[config.mk]
export PLATFORM = sky130hd
export DESIGN_NAME = dfs_format_switch
export DESIGN_NICKNAME = d
export VERILOG_FILES = /design/src/design/dfs_pkg.sv /design/src/design/dfs_fall_det.sv /design/src/design/dfs_format_switch.sv
export VERILOG_INCLUDE_DIRS = /design/src /design/src/design
export SDC_FILE = /design/constraint.sdc
export NUM_CORES = 1
export LEC_CHECK = 0
export ABC_AREA = 0
export BUFFER_PORTS_ARGS = -buffer_cell sky130_fd_sc_hd__buf_2
export CORE_MARGIN = 1.5
export CORE_UTILIZATION = 46
export DETAILED_ROUTE_END_ITERATION = 8
export PLACE_DENSITY = 0.94
export SLEW_MARGIN = 20
export SYNTH_ARGS = -nofsm -noshare
export SYNTH_HDL_FRONTEND = slang
export SYNTH_SLANG_ARGS = --single-unit
[constraint.sdc]
create_clock -name clk -period 2.55 [get_ports clk]
set_input_delay 0.51 -clock clk [delete_from_list [all_inputs] [get_ports clk]]
set_output_delay 0.51 -clock clk [all_outputs]
set_load 0.05 [all_outputs]
[src/design/dfs_map.svh]
`ifndef DFS_MAP_SVH
`define DFS_MAP_SVH

// register byte offsets
`define DFS_OFF_CTRL      4'h0
`define DFS_OFF_ISTAT     4'h4
`define DFS_OFF_IMASK     4'h8
`define DFS_OFF_RXSTAT    4'hc

// format_switch_control field positions
`define DFS_BIT_SWE       7
`define DFS_BIT_SW        6
`define DFS_BIT_IE        5
`define DFS_BIT_IF        4
`define DFS_CLR_HI        3
`define DFS_CLR_LO        0

// interrupt status bit positions
`define DFS_IRQ_SWITCH    0
`define DFS_IRQ_LATCH_CLEAR_CODE_B0      1
`define DFS_IRQ_LATCH_CLEAR_CODE_B1      2

// latch clear codes
`define DFS_CLR_CH0       4'h5
`define DFS_CLR_CH1       4'h6
`define DFS_CLR_BOTH      4'h7
`define DFS_CLR_READ      4'hf

// reset values
`define DFS_RST_CTRL      1'b0
`define DFS_RST_IRQ       3'h0
`define DFS_RST_SCL       1'b1

`endif

[src/design/dfs_pkg.sv]
package dfs_pkg;

    typedef logic [3:0]  dfs_addr_t;
    typedef logic [31:0] dfs_word_t;
    typedef logic [3:0]  dfs_be_t;
    typedef logic [2:0]  dfs_irq_t;
    typedef logic [1:0]  dfs_chan_t;

    typedef enum logic [1:0] {
        DFS_IDLE = 2'b01,
        DFS_ACK  = 2'b10
    } dfs_bus_state_t;

endpackage : dfs_pkg

[src/design/dfs_fall_det.sv]
`timescale 1ns/1ps
`include "dfs_map.svh"

module dfs_fall_det (
    // clock and reset
    input  wire logic clk,
    input  wire logic rstn,
    // serial clock level and its falling edge
    input  wire logic scl,
    output logic      fall
);
    logic scl_prev_q;
    logic scl_prev_d;

    always_comb begin
        scl_prev_d = scl;
        fall       = scl_prev_q & ~scl;
    end

    always_ff @(posedge clk or negedge rstn) begin
        if (!rstn) begin
            scl_prev_q <= `DFS_RST_SCL;
        end else begin
            scl_prev_q <= scl_prev_d;
        end
    end

endmodule : dfs_fall_det

[src/design/dfs_format_switch.sv]
// Function
// RULE1: auto_switch_enable 1 lets serial clock fall switch channel zero.
// RULE2: formatless_select 1 means formatless mode, 0 standard bus format.
// RULE3: formatless_select sets only on write 1 after reading it as 0.
// RULE4: formatless_select clears on write 0 or enabled clock fall.
// RULE5: switch_irq_enable gates the switch interrupt.
// RULE6: switch flag marks an interrupt request from an automatic switch.
// RULE7: switch flag sets on serial clock fall while switch enabled.
// RULE8: switch flag clears only by write 0 after reading it as 1.
// RULE9: clear code 5 clears channel zero, 6 channel one, 7 both.
// RULE10: software never writes codes 00xx or 0100; 1xxx does nothing.
// RULE11: a valid clear code gives one clear pulse per chosen channel.
// RULE12: clear field is write-only and always reads as all ones.
// RULE13: software writes all four clear bits in one register write.
// RULE14: each further clear needs the full code written again.
// RULE15: software writes ones to the clear field when not clearing.
// RULE16: a latch clear also clears that channel's rx_data_ready_flag.
// RULE17: switch interrupt output is high while flag and enable are 1.
`timescale 1ns/1ps
`include "dfs_map.svh"

module dfs_format_switch (
    // clock and reset
    input  wire logic       clk,
    input  wire logic       rstn,
    // avalon-mm slave
    input  dfs_pkg::dfs_addr_t avs_address,
    input  wire logic       avs_read,
    input  wire logic       avs_write,
    input  dfs_pkg::dfs_word_t avs_writedata,
    input  dfs_pkg::dfs_be_t   avs_byteenable,
    output dfs_pkg::dfs_word_t avs_readdata,
    output logic            avs_waitrequest,
    // serial clock pin of channel zero
    input  wire logic       scl,
    // receive events of both channels
    input  dfs_pkg::dfs_chan_t rx_done,
    input  dfs_pkg::dfs_chan_t rx_read,
    // channel controls
    output logic            formatless_mode,
    output logic            clr_ch0,
    output logic            clr_ch1,
    output dfs_pkg::dfs_chan_t rx_data_ready_flag,
    // interrupts
    output logic            sw_irq,
    output logic            irq
);
    import dfs_pkg::*;

    dfs_bus_state_t state_q;
    dfs_bus_state_t state_d;
    logic           wait_q;
    logic           wait_d;
    dfs_word_t      rdata_q;
    dfs_word_t      rdata_d;

    logic           swe_q;
    logic           swe_d;
    logic           sw_q;
    logic           sw_d;
    logic           ie_q;
    logic           ie_d;
    logic           if_q;
    logic           if_d;
    logic           sw_rd0_q;
    logic           sw_rd0_d;
    logic           if_rd1_q;
    logic           if_rd1_d;
    logic           sw_irq_q;
    logic           sw_irq_d;

    logic           latch_clear_code_b0_q;
    logic           latch_clear_code_b0_d;
    logic           latch_clear_code_b1_q;
    logic           latch_clear_code_b1_d;
    dfs_chan_t      rxf_q;
    dfs_chan_t      rxf_d;
    dfs_chan_t      clr_vec;

    dfs_irq_t       istat_q;
    dfs_irq_t       istat_d;
    dfs_irq_t       imask_q;
    dfs_irq_t       imask_d;
    dfs_irq_t       ievent;
    logic           irq_q;
    logic           irq_d;

    logic           fall;
    logic           ev_sw;
    logic           acc;
    logic           wr_lo;
    logic           wr_ctrl;
    logic           rd_ctrl;
    logic [3:0]     code;
    logic [7:0]     ctrl_view;
    logic           sw_set_ok;
    logic           if_clr_ok;

    dfs_fall_det u_fall (
        .clk  (clk),
        .rstn (rstn),
        .scl  (scl),
        .fall (fall)
    );

    // ---------------- bus slave ----------------
    // every access: waitrequest drops one cycle after the request appears
    always_comb begin
        state_d = state_q;
        wait_d  = 1'b1;
        rdata_d = rdata_q;
        unique case (state_q)
            DFS_IDLE: begin
                if (avs_read || avs_write) begin
                    state_d = DFS_ACK;
                    wait_d  = 1'b0;
                    if (avs_read) begin
                        unique case (avs_address)
                            `DFS_OFF_CTRL:   rdata_d = {24'h0, ctrl_view};
                            `DFS_OFF_ISTAT:  rdata_d = {29'h0, istat_q};
                            `DFS_OFF_IMASK:  rdata_d = {29'h0, imask_q};
                            `DFS_OFF_RXSTAT: rdata_d = {30'h0, rxf_q};
                            default:         rdata_d = 32'h0;
                        endcase
                    end
                end
            end
            DFS_ACK: begin
                state_d = DFS_IDLE;
            end
            default: begin
                state_d = DFS_IDLE;
            end
        endcase
    end

    always_ff @(posedge clk or negedge rstn) begin
        if (!rstn) begin
            state_q <= DFS_IDLE;
            wait_q  <= 1'b1;
            rdata_q <= 32'h0;
        end else begin
            state_q <= state_d;
            wait_q  <= wait_d;
            rdata_q <= rdata_d;
        end
    end

    always_comb begin
        acc       = (state_q == DFS_ACK);
        wr_lo     = acc && avs_write && avs_byteenable[0];
        wr_ctrl   = wr_lo && (avs_address == `DFS_OFF_CTRL);
        rd_ctrl   = acc && avs_read && (avs_address == `DFS_OFF_CTRL);
        code      = avs_writedata[`DFS_CLR_HI:`DFS_CLR_LO];
        ctrl_view = {swe_q, sw_q, ie_q, if_q, `DFS_CLR_READ}; // RULE12
        ev_sw     = fall && swe_q; // RULE1
        sw_set_ok = wr_ctrl && sw_rd0_q && avs_writedata[`DFS_BIT_SW];
        if_clr_ok = wr_ctrl && if_rd1_q && !avs_writedata[`DFS_BIT_IF];
    end

    // ---------------- format switch control ----------------
    always_comb begin
        swe_d    = swe_q;
        sw_d     = sw_q;
        ie_d     = ie_q;
        if_d     = if_q;
        sw_rd0_d = sw_rd0_q;
        if_rd1_d = if_rd1_q;
        if (rd_ctrl) begin
            sw_rd0_d = !rdata_q[`DFS_BIT_SW];
            if_rd1_d = rdata_q[`DFS_BIT_IF];
        end
        if (wr_ctrl) begin
            swe_d    = avs_writedata[`DFS_BIT_SWE];
            ie_d     = avs_writedata[`DFS_BIT_IE];
            sw_rd0_d = 1'b0;
            if_rd1_d = 1'b0;
            if (!avs_writedata[`DFS_BIT_SW]) begin
                sw_d = 1'b0; // RULE4
            end else if (sw_rd0_q) begin
                sw_d = 1'b1; // RULE3
            end
            if (!avs_writedata[`DFS_BIT_IF] && if_rd1_q) begin
                if_d = 1'b0; // RULE8
            end
        end
        // hardware switch wins over a same-cycle write
        if (ev_sw) begin
            sw_d = 1'b0; // RULE4
            if_d = 1'b1; // RULE7
        end
        sw_irq_d = if_d && ie_d; // RULE17
    end

    always_ff @(posedge clk or negedge rstn) begin
        if (!rstn) begin
            swe_q    <= `DFS_RST_CTRL;
            sw_q     <= `DFS_RST_CTRL;
            ie_q     <= `DFS_RST_CTRL;
            if_q     <= `DFS_RST_CTRL;
            sw_rd0_q <= 1'b0;
            if_rd1_q <= 1'b0;
            sw_irq_q <= 1'b0;
        end else begin
            swe_q    <= swe_d;
            sw_q     <= sw_d;
            ie_q     <= ie_d;
            if_q     <= if_d;
            sw_rd0_q <= sw_rd0_d;
            if_rd1_q <= if_rd1_d;
            sw_irq_q <= sw_irq_d;
        end
    end

    // ---------------- latch clear ----------------
    always_comb begin
        latch_clear_code_b0_d = 1'b0;
        latch_clear_code_b1_d = 1'b0;
        if (wr_ctrl) begin
            unique case (code)
                `DFS_CLR_CH0:  latch_clear_code_b0_d = 1'b1; // RULE9
                `DFS_CLR_CH1:  latch_clear_code_b1_d = 1'b1; // RULE9
                `DFS_CLR_BOTH: begin
                    latch_clear_code_b0_d = 1'b1; // RULE9
                    latch_clear_code_b1_d = 1'b1;
                end
                default: begin
                    latch_clear_code_b0_d = 1'b0;
                    latch_clear_code_b1_d = 1'b0;
                end
            endcase
        end
        clr_vec = {latch_clear_code_b1_d, latch_clear_code_b0_d};
    end

    // receive data ready per channel; a new reception beats a clear
    generate
        for (genvar ch = 0; ch < 2; ch++) begin : g_rx
            always_comb begin
                rxf_d[ch] = rxf_q[ch];
                if (clr_vec[ch] || rx_read[ch]) begin
                    rxf_d[ch] = 1'b0; // RULE16
                end
                if (rx_done[ch]) begin
                    rxf_d[ch] = 1'b1;
                end
            end
        end
    endgenerate

    always_ff @(posedge clk or negedge rstn) begin
        if (!rstn) begin
            latch_clear_code_b0_q <= 1'b0;
            latch_clear_code_b1_q <= 1'b0;
            rxf_q  <= 2'h0;
        end else begin
            latch_clear_code_b0_q <= latch_clear_code_b0_d; // RULE11
            latch_clear_code_b1_q <= latch_clear_code_b1_d; // RULE11
            rxf_q  <= rxf_d;
        end
    end

    // ---------------- interrupt status and mask ----------------
    always_comb begin
        ievent = 3'h0;
        ievent[`DFS_IRQ_SWITCH] = ev_sw; // RULE6
        ievent[`DFS_IRQ_LATCH_CLEAR_CODE_B0]   = latch_clear_code_b0_d;
        ievent[`DFS_IRQ_LATCH_CLEAR_CODE_B1]   = latch_clear_code_b1_d;
        istat_d = istat_q;
        imask_d = imask_q;
        if (wr_lo && (avs_address == `DFS_OFF_ISTAT)) begin
            istat_d = istat_q & ~avs_writedata[2:0];
        end
        if (wr_lo && (avs_address == `DFS_OFF_IMASK)) begin
            imask_d = avs_writedata[2:0];
        end
        istat_d = istat_d | ievent;
        irq_d   = |(istat_d & imask_d);
    end

    always_ff @(posedge clk or negedge rstn) begin
        if (!rstn) begin
            istat_q <= `DFS_RST_IRQ;
            imask_q <= `DFS_RST_IRQ;
            irq_q   <= 1'b0;
        end else begin
            istat_q <= istat_d;
            imask_q <= imask_d;
            irq_q   <= irq_d;
        end
    end

    assign avs_readdata       = rdata_q;
    assign avs_waitrequest    = wait_q;
    assign formatless_mode    = sw_q; // RULE2
    assign clr_ch0            = latch_clear_code_b0_q;
    assign clr_ch1            = latch_clear_code_b1_q;
    assign rx_data_ready_flag = rxf_q;
    assign sw_irq             = sw_irq_q; // RULE5
    assign irq                = irq_q;
endmodule : dfs_format_switch

==> impl_metrics.ini <==
[hold_path]
holdCritPathClass = in -> async

[setup_path]
critical_path_required_ps = 2790
cp_max_fo = 10
path_class = in -> reg
critPathCaptureType = register
worst_setup_path_start_kind = input pin
crit_arrival_ps = 2020

[drt]
dr.pass1.iters = 4
number_of_violations_reported_at_the_end_of_detailed_routing_iteration_0 = 20
viasPerCell = 4.83
ant_nets_after_route = 0
drt_drc_violations_left = 0
route.detailed.wl_per_inst_um = 12.4
finalWirelength_um = 2780
via_count = 1082

[timing]
clock.fmax_ghz = 0.562
finalSetupViolations = 0
setup_total_negative_slack_ps = 0
final.setup.worst_slack_ps = 771
hold_violations = 0
worst_pin_slew_ps = 646
worst_clock_skew_ps = 10.5
maxSlewViolCount = 0
slew-limit-headroom = 0.570
timing.final.crit_period_ps = 1780
final_min_period_over_clock_period = 0.698
setup_repair_after_global_routing_missed_its_margin = no

[yosys]
synth_seq_area_share = 0.511
ys_seq_elements = 30
synthesis.yosys.warnings = 0
synth_area_um2 = 1480
syn_avg_cell_area_um2 = 10.7
synthFlopType = dfrtp_1
cells_after_synth = 138
largest_cells_by_area_after_synthesis = dfrtp_1, buf_4, dfstp_2
synth_edf_count = 0
netlist-cell-type-count = 42
synthDominantCellAreaShare = 0.458
asyncSetResetFlopFracSynth = 1.00
synth_top_cell_by_area = dfrtp_1

[floorplan]
chipHeight_um = 59.7
design.portCount = 89
placementRows = 20
initial_core_util = 0.484
design.core.area_um2 = 3050
design.die.area_um2 = 3560
die_width_um = 59.7

[power_and_ir_drop]
p_per_area_nw_per_um2 = 795
irDropWorstVdd_mv = 0.359
leakage_uw = 0.000918

[cts]
cts_htree_levels = 2
cts.reportedPaths.clkPinSlew_ps = 90
post-cts-setup-buffers = 0
cts_resized = 0
cts_num_sinks = 30
root_buffer = clkbuf_4
cts_made_buffers = 5
holdBufCountCts = 0
clock_path_buffers = 2
tritoncts = yes
insertion_delay_ps = 340

[finish]
final-seq-area_um2 = 754
multi_input_comb_area_um2 = 567
n_fill_cell = 285
post-route-cell-area_um2 = 1670
areaGrowthSynthToFinish_pct = 13.0
drive_above_1_share = 0.317
diodes = 0
num-nets-final = 228

[placed_design]
gpl.final_weighted_congestion = 0.884
place.detailed.hpwl_um = 2150
placement.cell_area_um2 = 1610
placement.setup.worst_slack_ps = 408
numPortBuffers = 37

[grt]
grt-ovfl-total = 0
groute.usage.overall = 0.173
first_global_vias = 994
grt_start_max_net_pins = 31
initial_antenna_violation_count = 0
grt_first_pass_wirelength_um = 4370

[job]
max_cap_violations = 0

[status]
status = finished clean
==> cells in the final DEF (no fill, tap or decap), types with 4 or more instances in the layout <==
master	Yosys	routed
nor3_1	4	4
inv_1	11	11
a21oi_1	4	4
a22o_1	4	4
o21ai_0	7	7
dfrtp_1	27	27
clkbuf_4	0	5
nand2_1	8	8
buf_2	0	37
conb_1	1	24
==> worst max-delay path, stage by stage <==
cell and delay [ps]:
buf_2 150, or4_4 570, nor2_1 250, mux2_2 380
and2_1 150
==> worst paths after layout <==
| path | end | startpoint | slack [ps] | cells past startpoint |
|---|---|---|---|---|
| max reg2reg | sw_irq | state_q[0] | 800 | 4 |
| min in group clk | u_fall.scl_prev_q | scl | 280 | 1 |
| min reg2reg | avs_readdata[1] | avs_readdata[1] | 490 | 2 |
| max | sw_irq | avs_address[3] | 770 | 5 |
| max in group asynchronous | state_q[1] | rstn | 1940 | 1 |
| min | rx_data_ready_flag[1] | rstn | 190 | 1 |
==> state kept, by name (all words and copies together), names as in the netlist, 2 cells and up <==
| register | count |
|---|---|
| state_q | 2 |
| imask_q | 3 |
| avs_readdata | 8 |
| rx_data_ready_flag | 2 |
| istat_q | 3 |
==> synthesized netlist by cell type (2+ instances only) <==
cell type / instances
o41ai_1: 3
mux2_2: 2
nand2_1: 8
o21ai_0: 7
a21o_1: 2
nand3b_1: 2
dfstp_2: 3
a22o_1: 4
dfrtp_1: 27
inv_1: 11
and3b_1: 2
nand3_1: 3
a21oi_1: 4
mux2i_1: 3
nand4b_1: 2
nor2_1: 2
buf_4: 24
nor3_1: 4
or2_2: 2
==> power by group <==
part	leakage [µW]	switching (µW)	internal, µW
clock network	0.0000353	160	133
registers	0.000389	47.8	569
logic	0.000493	315	99.4
==> layout make-up <==
cell class,count,share of cell area
flip-flops and latches,30,0.452
multi-input cells,93,0.340
repair buffers,37,0.111
clock buffers,7,0.0330
well taps,44,0.0330
inverters,12,0.0278
clock inverters,1,0.00300
==> routing by layer <==
layer / part of all wire / wire [µm] / global-route usage
met5: 0 / 0 / 0
met4: 0.011 / 31 / 0.0698
met3: 0.076 / 210 / 0.0866
met2: 0.51 / 1410 / 0.278
met1: 0.41 / 1130 / 0.196
==> logic make-up (layout without fill, tap and decap cells) <==
logic type | count (synthesis) | after routing | share of synthesized area
other | 1 | 24 | 0.00254
muxes | 5 | 5 | 0.0356
AOI/OAI and AO/OA | 28 | 28 | 0.135
buffers and inverters | 38 | 57 | 0.164
DFF | 30 | 30 | 0.511
and+or+nand+nor | 36 | 36 | 0.153
==> through the flow <==
step           instances  hold slack [ps]  total power (µW)  utilization
2_1_floorplan        161              214               969            -
3_3_place_gp         216              455              1020        0.527
3_5_place_dp         216              468              1040        0.527
4_1_cts              224              209              1330        0.546
5_1_grt              224              227              1400        0.546
6_report             224              187              1330        0.546
Power figures use the tool's default switching activity.
